==> src/rtl/etc_defines.vh <==
/*
 defines for the 8-bit timer/event counter: register offsets, control field
 positions, reset values and mode codes. assumes inclusion by bare name.
*/
`ifndef ETC_DEFINES_VH
`define ETC_DEFINES_VH
`define ETC_ADDR_COUNT 8'h0D
`define ETC_ADDR_CTRL 8'h0E
`define ETC_ADDR_INTERRUPT_CONTROL 8'h0B
`define ETC_ADDR_PORTB 8'h14
`define ETC_CTRL_PSC_LSB 0
`define ETC_CTRL_PSC_MSB 2
`define ETC_CTRL_EDGE 3
`define ETC_CTRL_RUN 4
`define ETC_CTRL_MODE_LSB 6
`define ETC_CTRL_MODE_MSB 7
`define ETC_INTERRUPT_CONTROL_ENABLE 3
`define ETC_INTERRUPT_CONTROL_FLAG 5
`define ETC_CTRL_RESET 8'h08
`define ETC_CTRL_MASK 8'hDF
`define ETC_INTERRUPT_CONTROL_MASK 8'h28
`define ETC_MODE_EVENT 2'h1
`define ETC_MODE_TIMER 2'h2
`define ETC_MODE_PULSE 2'h3
`endif

==> src/rtl/etc_timer.v <==
/*
 8-bit timer/event counter with preload, prescaler, pulse-width mode,
 overflow flag, wake-up pulse and buzzer divider output.
 assumes a single-cycle register port master and an asynchronous event pin.
*/
// Decided for this implementation: the plain strobed port.
`timescale 1ns/1ns
`include "etc_defines.vh"
module etc_timer #(
   parameter USE_RTC = 0,
   parameter BUZZER_EN = 1
)(
   // clock and reset
   input wire i_core_clk,
   input wire i_rst,
   // register port
   input wire [7:0] i_addr,
   input wire [7:0] i_wdata,
   input wire i_wr,
   input wire i_rd,
   output reg [7:0] o_rdata,
   // pins and sources
   input wire i_event_pin,
   input wire i_rtc_tick,
   input wire i_halted,
   // outputs
   output reg o_irq,
   output reg o_wake,
   output reg o_freq_divider_output,
   output reg o_buzzer_drive,
   output reg o_buzzer_drive_n
);
   reg [7:0] count_reg;
   reg [7:0] preload_reg;
   reg [7:0] ctrl_reg;
   reg flag_reg;
   reg ie_reg;
   reg pb0_data_reg;
   reg [2:0] pin_sync_reg;
   reg [2:0] rtc_sync_reg;
   reg pin_level_reg;
   reg rtc_level_reg;
   reg [7:0] psc_reg;
   reg measuring_reg;
   reg start_level_reg;
   reg [7:0] psc_next;
   wire [1:0] mode;
   wire pin_now;
   wire pin_edge;
   wire active_edge;
   wire src_tick;
   wire fint_tick;
   wire run;
   wire count_tick;
   wire overflow;
   wire sel_count;
   wire sel_ctrl;
   wire sel_interrupt_control;
   wire [2:0] psc_sel;

   assign mode = ctrl_reg[`ETC_CTRL_MODE_MSB:`ETC_CTRL_MODE_LSB];
   assign run = ctrl_reg[`ETC_CTRL_RUN];
   assign psc_sel = ctrl_reg[`ETC_CTRL_PSC_MSB:`ETC_CTRL_PSC_LSB];
   assign sel_count = (i_addr == `ETC_ADDR_COUNT);
   assign sel_ctrl = (i_addr == `ETC_ADDR_CTRL);
   assign sel_interrupt_control = (i_addr == `ETC_ADDR_INTERRUPT_CONTROL);

   // change accepted once stages two and three agree
   assign pin_now = (pin_sync_reg[1] == pin_sync_reg[2]) ? pin_sync_reg[2] : pin_level_reg;
   assign pin_edge = pin_now != pin_level_reg;
   assign active_edge = pin_edge & (ctrl_reg[`ETC_CTRL_EDGE] ? ~pin_now : pin_now);

   assign src_tick = (USE_RTC != 0) ?
      ((rtc_sync_reg[1] == rtc_sync_reg[2]) & rtc_sync_reg[2] & ~rtc_level_reg) : 1'b1;

   // divisor 2^(sel+1): tick when the low sel+1 bits wrap
   always @*
   begin
      psc_next = psc_reg;
      if (src_tick)
      begin
         psc_next = psc_reg + 8'h01;
      end
   end
   assign fint_tick = src_tick & (((psc_reg | ~(8'hFF >> (3'h7 - psc_sel))) ) == 8'hFF);

   // reads stall the count for one cycle so the captured value is stable
   assign count_tick = run & ~i_rd &
      (((mode == `ETC_MODE_EVENT) & active_edge) |
       ((mode == `ETC_MODE_TIMER) & fint_tick) |
       ((mode == `ETC_MODE_PULSE) & measuring_reg & fint_tick));
   assign overflow = count_tick & (count_reg == 8'hFF);

   // first stage may be metastable; only the shift reads it
   always @(posedge i_core_clk or posedge i_rst)
   begin
      if (i_rst)
      begin
         pin_sync_reg <= 3'h0;
      end
      else
      begin
         pin_sync_reg <= {pin_sync_reg[1:0], i_event_pin};
      end
   end

   always @(posedge i_core_clk or posedge i_rst)
   begin
      if (i_rst)
      begin
         rtc_sync_reg <= 3'h0;
      end
      else
      begin
         rtc_sync_reg <= {rtc_sync_reg[1:0], i_rtc_tick};
      end
   end

   // accepted pin level; idle low after reset so no false edge
   always @(posedge i_core_clk or posedge i_rst)
   begin
      if (i_rst)
      begin
         pin_level_reg <= 1'b0;
      end
      else
      begin
         pin_level_reg <= pin_now;
      end
   end

   always @(posedge i_core_clk or posedge i_rst)
   begin
      if (i_rst)
      begin
         rtc_level_reg <= 1'b0;
      end
      else
      begin
         if (rtc_sync_reg[1] == rtc_sync_reg[2])
         begin
            rtc_level_reg <= rtc_sync_reg[2];
         end
      end
   end

   // prescaler cleared while stopped so each start has a full period
   always @(posedge i_core_clk or posedge i_rst)
   begin
      if (i_rst)
      begin
         psc_reg <= 8'h00;
      end
      else
      begin
         psc_reg <= run ? psc_next : 8'h00;
      end
   end

   // live counter; tick and software load never meet since load needs run low
   always @(posedge i_core_clk or posedge i_rst)
   begin
      if (i_rst)
      begin
         count_reg <= 8'h00;
      end
      else
      begin
         if (count_tick)
         begin
            count_reg <= overflow ? preload_reg : count_reg + 8'h01;
         end
         if (i_wr & sel_count)
         begin
            if (!run)
            begin
               count_reg <= i_wdata;
            end
         end
      end
   end

   always @(posedge i_core_clk or posedge i_rst)
   begin
      if (i_rst)
      begin
         preload_reg <= 8'h00;
      end
      else
      begin
         if (i_wr & sel_count)
         begin
            preload_reg <= i_wdata;
         end
      end
   end

   // control, plus the single-shot measurement state it arms
   always @(posedge i_core_clk or posedge i_rst)
   begin
      if (i_rst)
      begin
         ctrl_reg <= `ETC_CTRL_RESET;
         measuring_reg <= 1'b0;
         start_level_reg <= 1'b0;
      end
      else
      begin
         if (i_wr & sel_ctrl)
         begin
            ctrl_reg <= i_wdata & `ETC_CTRL_MASK;
            measuring_reg <= 1'b0;
         end
         else if ((mode == `ETC_MODE_PULSE) & run)
         begin
            if (!measuring_reg & active_edge)
            begin
               measuring_reg <= 1'b1;
               start_level_reg <= pin_level_reg;
            end
            else if (measuring_reg & pin_edge & (pin_now == start_level_reg))
            begin
               measuring_reg <= 1'b0;
               ctrl_reg[`ETC_CTRL_RUN] <= 1'b0;
            end
         end
         // other modes leave the enable to software
      end
   end

   // overflow in the same cycle as a software clear wins
   always @(posedge i_core_clk or posedge i_rst)
   begin
      if (i_rst)
      begin
         flag_reg <= 1'b0;
      end
      else
      begin
         if (i_wr & sel_interrupt_control)
         begin
            flag_reg <= i_wdata[`ETC_INTERRUPT_CONTROL_FLAG] | overflow;
         end
         else if (overflow)
         begin
            flag_reg <= 1'b1;
         end
      end
   end

   always @(posedge i_core_clk or posedge i_rst)
   begin
      if (i_rst)
      begin
         ie_reg <= 1'b0;
      end
      else
      begin
         if (i_wr & sel_interrupt_control)
         begin
            ie_reg <= i_wdata[`ETC_INTERRUPT_CONTROL_ENABLE];
         end
      end
   end

   // only bit zero of the port latch matters here: it gates the buzzer
   always @(posedge i_core_clk or posedge i_rst)
   begin
      if (i_rst)
      begin
         pb0_data_reg <= 1'b1;
      end
      else
      begin
         if (i_wr & (i_addr == `ETC_ADDR_PORTB))
         begin
            pb0_data_reg <= i_wdata[0];
         end
      end
   end

   // read data stand one cycle, zero otherwise
   always @(posedge i_core_clk or posedge i_rst)
   begin
      if (i_rst)
      begin
         o_rdata <= 8'h00;
      end
      else
      begin
         o_rdata <= 8'h00;
         if (i_rd)
         begin
            case (i_addr)
               `ETC_ADDR_COUNT:
               begin
                  o_rdata <= count_reg;
               end
               `ETC_ADDR_CTRL:
               begin
                  o_rdata <= ctrl_reg;
               end
               `ETC_ADDR_INTERRUPT_CONTROL:
               begin
                  o_rdata <= {2'h0, flag_reg, 1'b0, ie_reg, 3'h0};
               end
               default:
               begin
                  o_rdata <= 8'h00;
               end
            endcase
         end
      end
   end

   always @(posedge i_core_clk or posedge i_rst)
   begin
      if (i_rst)
      begin
         o_irq <= 1'b0;
      end
      else
      begin
         o_irq <= flag_reg & ie_reg;
      end
   end

   always @(posedge i_core_clk or posedge i_rst)
   begin
      if (i_rst)
      begin
         o_wake <= 1'b0;
      end
      else
      begin
         o_wake <= overflow & i_halted;
      end
   end

   always @(posedge i_core_clk or posedge i_rst)
   begin
      if (i_rst)
      begin
         o_freq_divider_output <= 1'b0;
      end
      else
      begin
         if (overflow)
         begin
            o_freq_divider_output <= ~o_freq_divider_output;
         end
      end
   end

   // pair follows the divider's next level so it matches in the same cycle
   always @(posedge i_core_clk or posedge i_rst)
   begin
      if (i_rst)
      begin
         o_buzzer_drive <= 1'b0;
      end
      else
      begin
         o_buzzer_drive <= (BUZZER_EN != 0) & pb0_data_reg &
            (overflow ^ o_freq_divider_output);
      end
   end

   always @(posedge i_core_clk or posedge i_rst)
   begin
      if (i_rst)
      begin
         o_buzzer_drive_n <= 1'b0;
      end
      else
      begin
         o_buzzer_drive_n <= (BUZZER_EN != 0) & pb0_data_reg &
            ~(overflow ^ o_freq_divider_output);
      end
   end

endmodule
==> config.mk <==
export PLATFORM = sky130hd
export DESIGN_NAME = etc_timer
export DESIGN_NICKNAME = d
export VERILOG_FILES = /design/src/rtl/etc_timer.v
export VERILOG_INCLUDE_DIRS = /design/src /design/src/rtl
export SDC_FILE = /design/constraint.sdc
export NUM_CORES = 1
export LEC_CHECK = 0
export BUFFER_PORTS_ARGS = -buffer_cell sky130_fd_sc_hd__buf_2
export CAP_MARGIN = 20
export CORE_UTILIZATION = 35
export CTS_CLUSTER_DIAMETER = 60
export DETAILED_ROUTE_END_ITERATION = 6
export GPL_ROUTABILITY_DRIVEN = 0
export HOLD_SLACK_MARGIN = 0.03
export PLACE_DENSITY = 0.6
export RECOVER_POWER = 25
export SKIP_LAST_GASP = 1
export SLEW_MARGIN = 25
export SYNTH_ARGS = -nofsm -noshare
export SYNTH_HDL_FRONTEND = slang
export SYNTH_SLANG_ARGS = --single-unit
==> constraint.sdc <==
create_clock -name i_core_clk -period 2.5 [get_ports i_core_clk]
set_input_delay 0.125 -clock i_core_clk [delete_from_list [all_inputs] [get_ports i_core_clk]]
set_output_delay 0.125 -clock i_core_clk [all_outputs]
set_load 0.05 [all_outputs]
After elaboration in Yosys (flattened, before gate mapping)
Cells that the tools add are included.
- add/sub/neg operators: 3
- multipliers: 0
- div/mod/pow operators: 0
- order comparisons: 0
- equal/unequal tests: 13
- shift-type cells: 1
- mux-type cells: 18
- bitwise logic cells: 31
- reductions and logical operators: 8
- operators with widths (kind ; number):
    two-way mux 8 bit ; 6
    equality test 8 x 4 -> 1 bit, second input constant ; 3
    one-hot mux 8 bit (3 select lines) ; 1
    AND 1 bit ; 20
    adder 8 x 1 -> 8 bit, second input constant ; 2
    equality test 8 bit, second input constant ; 2
    two-way mux 1 bit ; 11
    equality test 8 x 5 -> 1 bit, second input constant ; 1
    NOT 8 bit ; 1
    bitwise OR 8 bit ; 1
    >> shifter 8 x 3 -> 8 bit, first input constant ; 1
    AND reduction 3 bit ; 2
    nonzero test 2 bit ; 3
    NOT 1 bit ; 5
    equality test 2 bit, second input constant ; 2
    bitwise OR 1 bit ; 3
    nonzero test 3 bit ; 1
    subtractor 3 bit, first input constant ; 1
    equality test 1 bit ; 2
    equality test 2 x 1 -> 1 bit, second input constant ; 1
    != test 2 bit, second input constant ; 1
    AND reduction 2 bit ; 1
    logical NOT 1 bit ; 1
    != test 1 bit ; 1
    XOR 1 bit ; 1
- register bits: 53
- bits in latches: 0
- bits in writable memories: 0
- ROM bits: 0
- bits of input ports: 23
- logic and storage cells: 92
- memories: 0

Logic depth before layout (Yosys ltp)
- depth after elaboration: 14
- mapped depth: 8

Worst setup path after synthesis
No wires, ideal clock.
- path kind: reg2reg
- start: register count_reg[0]
- end: register count_reg[5]
- arrival time: 1.768 ns
- required time: 2.371 ns
- setup slack: 0.603 ns
- cell stages (with the launch flop): 8
- path buffers: 1
- cells stage by stage: dfrtp_1 ha_1 nand4_1 nor2_1 and2_1 clkbuf_1 o41ai_1 a2111o_1
- word-level cells in the longest chain between the ends: 6
- ends and longest elaborated chain (element ; RTL line ; text):
    from (decl) ; etc_timer.v:33 ; reg [7:0] count_reg;
    from (signal assigned) ; etc_timer.v:171 ; count_reg <= overflow ? preload_reg : count_reg + 8'h01;
    from (signal assigned) ; etc_timer.v:177 ; count_reg <= i_wdata;
    parallel branches: the longest is 2 deep, another holds adder 8 x 1 -> 8 bit ; n/a ;
    two-way mux 8 bit * ; etc_timer.v:171 ;
    two-way mux 8 bit * ; etc_timer.v:169 ; if (count_tick)
    two-way mux 8 bit ; etc_timer.v:175 ; if (!run)
    two-way mux 8 bit * ; etc_timer.v:173 ; if (i_wr & sel_count)
Mark *: on every way between the ends.
A chain may end at the register's enable or synchronous reset.

Worst setup path in the final report
- start: register ctrl_reg[1]
- end: register count_reg[5]
- word-level cells in the longest chain between the ends: 14
- ends and longest elaborated chain (element ; RTL line ; text):
    from (decl) ; etc_timer.v:35 ; reg [7:0] ctrl_reg;
    from (signal assigned) ; etc_timer.v:203 ; ctrl_reg <= `ETC_CTRL_RESET;
    from (signal assigned) ; etc_timer.v:211 ; ctrl_reg <= i_wdata & `ETC_CTRL_MASK;
    subtractor 3 bit * ; etc_timer.v:85 ; assign fint_tick = src_tick & (((psc_reg | ~(8'hFF >> (3'h7 - psc_sel))) ) == 8'hFF);
    >> shifter 8 x 3 -> 8 bit * ; etc_timer.v:85 ;
    NOT 8 bit * ; etc_timer.v:85 ;
    bitwise OR 8 bit * ; etc_timer.v:85 ;
    equality test 8 bit * ; etc_timer.v:85 ;
    AND 1 bit ; etc_timer.v:90 ; ((mode == `ETC_MODE_TIMER) & fint_tick) |
    bitwise OR 1 bit ; etc_timer.v:89 ; (((mode == `ETC_MODE_EVENT) & active_edge) |
    bitwise OR 1 bit * ; etc_timer.v:89 ;
    AND 1 bit * ; etc_timer.v:88 ; assign count_tick = run & ~i_rd &
    AND 1 bit ; etc_timer.v:92 ; assign overflow = count_tick & (count_reg == 8'hFF);
    two-way mux 8 bit ; etc_timer.v:171 ;
    two-way mux 8 bit * ; etc_timer.v:169 ;
    two-way mux 8 bit ; etc_timer.v:175 ;
    two-way mux 8 bit * ; etc_timer.v:173 ;
Every way passes the cells marked *; elsewhere a longest branch is shown, timed or not.

==> impl_metrics.py <==
metrics = {
    "grt": {
        "grt_pass1_wl_um": 9070,
        "grt_overflow_total": 0,
        "grt_max_degree": 24,
        "grt_usage_pct": 15.5,
        "grt_pass1_vias": 1877,
        "antenna_found_initial": 0,
    },
    "synth": {
        "ys_seq_area_share_pct": 52.3,
        "syn_avg_cell_area_um2": 10.7,
        "ys.flop_type": "dfrtp_1",
        "synth_edf_count": 0,
        "yosys-top-cells-area": "dfrtp_1, mux2_2, nand2_1, and2_1, a22oi_1",
        "async_flop_share_pct": 100,
        "syn_inst": 238,
        "yosys_register_bits": 53,
        "yosys.area.top_type_share_pct": 50.3,
        "syn_area_um2": 2540,
        "yosysWarnings": 0,
        "synthDistinctLibCells": 51,
        "yosys.area.top_type": "dfrtp_1",
        "syn_nets": 263,
    },
    "worst_setup_path": {
        "cp_top_family": "compound AO/OA/AOI/OAI gates",
        "rrSetupSlack_ps": 370,
        "required_ps": 2690,
        "path_cells": "a21boi_0 -> o32a_1 -> o32a_4 -> and3_1 -> a2111o_1",
        "end_kind": "flip-flop",
        "reg2reg_depth": 5,
        "cp.arrival_ps": 2320,
        "reg2reg_from": "ctrl_reg[1]",
        "cpPeakStageDelay_ps": 490,
        "path_depth": 5,
        "cpMaxStageDelayCell": "o32a_4",
        "cp_num_buf_inv": 0,
        "crit-reg2reg-capture": "count_reg[5]",
        "crit_type": "flip-flop to flip-flop",
        "critPathLaunchType": "flip-flop",
        "crit_fanout": 18,
    },
    "die": {
        "floorplan.rows": 30,
        "die_area_um2": 7600,
        "core_area_um2": 6910,
        "ios": 36,
        "fp.dieH_um": 87.2,
        "die_w_um": 87.2,
        "start_util_pct": 36.8,
    },
    "placement": {
        "dp.cells": 369,
        "post-place-ws_ps": 430,
        "portBuffers": 34,
        "dpl.hpwl_um": 4010,
    },
    "power_and_ir_drop": {
        "power_leakage_uw": 0.00139,
        "seqPwrFrac_pct": 57.4,
        "p_int_uw": 1230,
        "clockPowerShare_pct": 35.8,
        "combPwrFrac_pct": 6.8,
        "power.switching_uw": 359,
        "power.density_nw_per_um2": 532,
        "vdd_drop_max_mv": 0.224,
        "power.share.switching_pct": 22.6,
    },
    "drt": {
        "first_pass_iters": 4,
        "dr.first_iter.drc_count": 110,
        "wl_um": 5370,
        "vias": 1957,
        "drtAntennaViolNets": 0,
        "wl_per_cell_um": 14.1,
        "via_per_inst": 5.15,
        "drc": 0,
    },
    "timing": {
        "slew_headroom_pct": 41.6,
        "report.final.slew_viol_count": 0,
        "fin_tns_setup_ps": 0,
        "setup-violations-final": 0,
        "skew_ps": 8.69,
        "fmax_mhz": 469,
        "hold_violations": 0,
        "rsz0062_at_grt": "no",
        "timing.final.ws_setup_ps": 370,
        "fin_crit_sh_pct": 85.2,
        "worst_pin_slew_ps": 874,
        "min_period_ps": 2130,
    },
    "outcome": {
        "status": "completed",
    },
    "job": {
        "drv_cap": 0,
    },
    "clock_tree": {
        "clk_latency_ps": 310,
        "clock-sinks": 53,
        "clk_pin_slew_ps": 90,
        "numCtsBuffers": 5,
        "cts.repair.resized": 0,
        "cts_tree": "built",
        "root_buffer": "clkbuf_8",
        "cts_max_level": 2,
        "clockBufferDepth": 2,
    },
    "layout": {
        "fin_cells": 380,
        "final_cell_mix": "dfrtp_1, buf_2, nand2_1, mux2_2, nor2_1",
        "fin_nets": 308,
        "diodes": 0,
        "final_common_cell": "dfrtp_1",
        "drive_gt1_share_pct": 25.4,
        "syn2layout_area_growth_pct": 17.6,
    },
    "min_path": {
        "whs_path_depth": 2,
        "hp-start": "i_wr",
        "min_to": "measuring_reg",
        "hold_class": "primary input to flip-flop",
    },
}
[Yosys cell counts, types with 2 or more instances]
master     n
mux2_2    14
xor2_1     3
or3b_2     2
dfrtp_1   51
o21ai_0   11
nand4_1    2
nor2_1    12
a31o_2     3
nand2b_1   2
clkbuf_1   3
and3_1     3
nor3_1     6
a21boi_0   5
o211ai_1   2
ha_1       2
a21oi_1    8
nor3b_1    2
nor2b_1    9
xnor2_1    4
and2_1    10
mux2i_1    5
inv_1      8
a22oi_1    8
nor4_1     2
or3_1      3
nand2_1   24
dfstp_2    2
nand3_1    8
nand3b_1   2
[power by group through the flow]
stage               clock network, uW  logic [uW]  registers [uW]
global placement                    0         106             928
detailed placement                  0         108             929
global route                      618         123             917
floorplan                           0        60.4             924
finish                            569         109             913
CTS                               587         112             912
[cells by family (layout without fill, tap and decap cells)]
family / Yosys count / count (layout) / share of synthesized area (%)
AOI/OAI and AO/OA: 49 / 49 / 13.9
and+or+nand+nor: 94 / 94 / 19.9
adders and majority gates: 2 / 2 / 0.986
buffers and inverters: 14 / 60 / 2.27
DFF: 53 / 53 / 52.3
muxes: 19 / 19 / 8.18
xor gates and xnor gates: 7 / 7 / 2.42
[timing repair]
| action | in CTS | in global routing |
|---|---|---|
| hold endpoints to repair | 23 | 0 |
| hold buffers | 3 | 0 |
| buffers inserted | 0 | 0 |
[area by class of cell]
class | count | area (um2)
repair buffers | 44 | 248
fillers | 689 | 3920
inverters | 8 | 30.0
multi-input cells | 171 | 1150
clock buffers | 6 | 72.6
clock inverters | 2 | 35.0
flip-flops and latches | 53 | 1330
well taps | 96 | 120
[stage by stage]
stage          power [uW]  hold slack, ps  cell area (um2)  util, %
5_1_grt              1660            66.6             2990     43.2
4_1_cts              1610            63.7             2990     43.3
2_1_floorplan         985             156             2540        -
3_5_place_dp         1040             186             2850     41.3
6_report             1590            72.1             2990     43.2
3_3_place_gp         1030             174             2850     41.3
[metal layers]
metal	share of wire, %	global-route usage (%)
met2	47	25.1
met4	1.5	5.37
met1	47	20.9
met3	4.3	3.13
met5	0	0
[how the worst max path moves through the flow]
| stage | from | endpoint |
|---|---|---|
| floorplan | count_reg[0] | count_reg[5] |
| detailed placement | ctrl_reg[1] | count_reg[5] |
| finish | ctrl_reg[1] | count_reg[5] |
| CTS | ctrl_reg[1] | count_reg[5] |
| global placement | ctrl_reg[1] | count_reg[5] |
| global route | ctrl_reg[1] | count_reg[7] |
[worst reg2reg max path: stages (launching register included)]
cell      delay [ps]
dfrtp_1          460
a21boi_0         160
o32a_1           360
o32a_4           490
and3_1           210
a2111o_1         350
No activity file was read; power rests on OpenSTA's default activity.
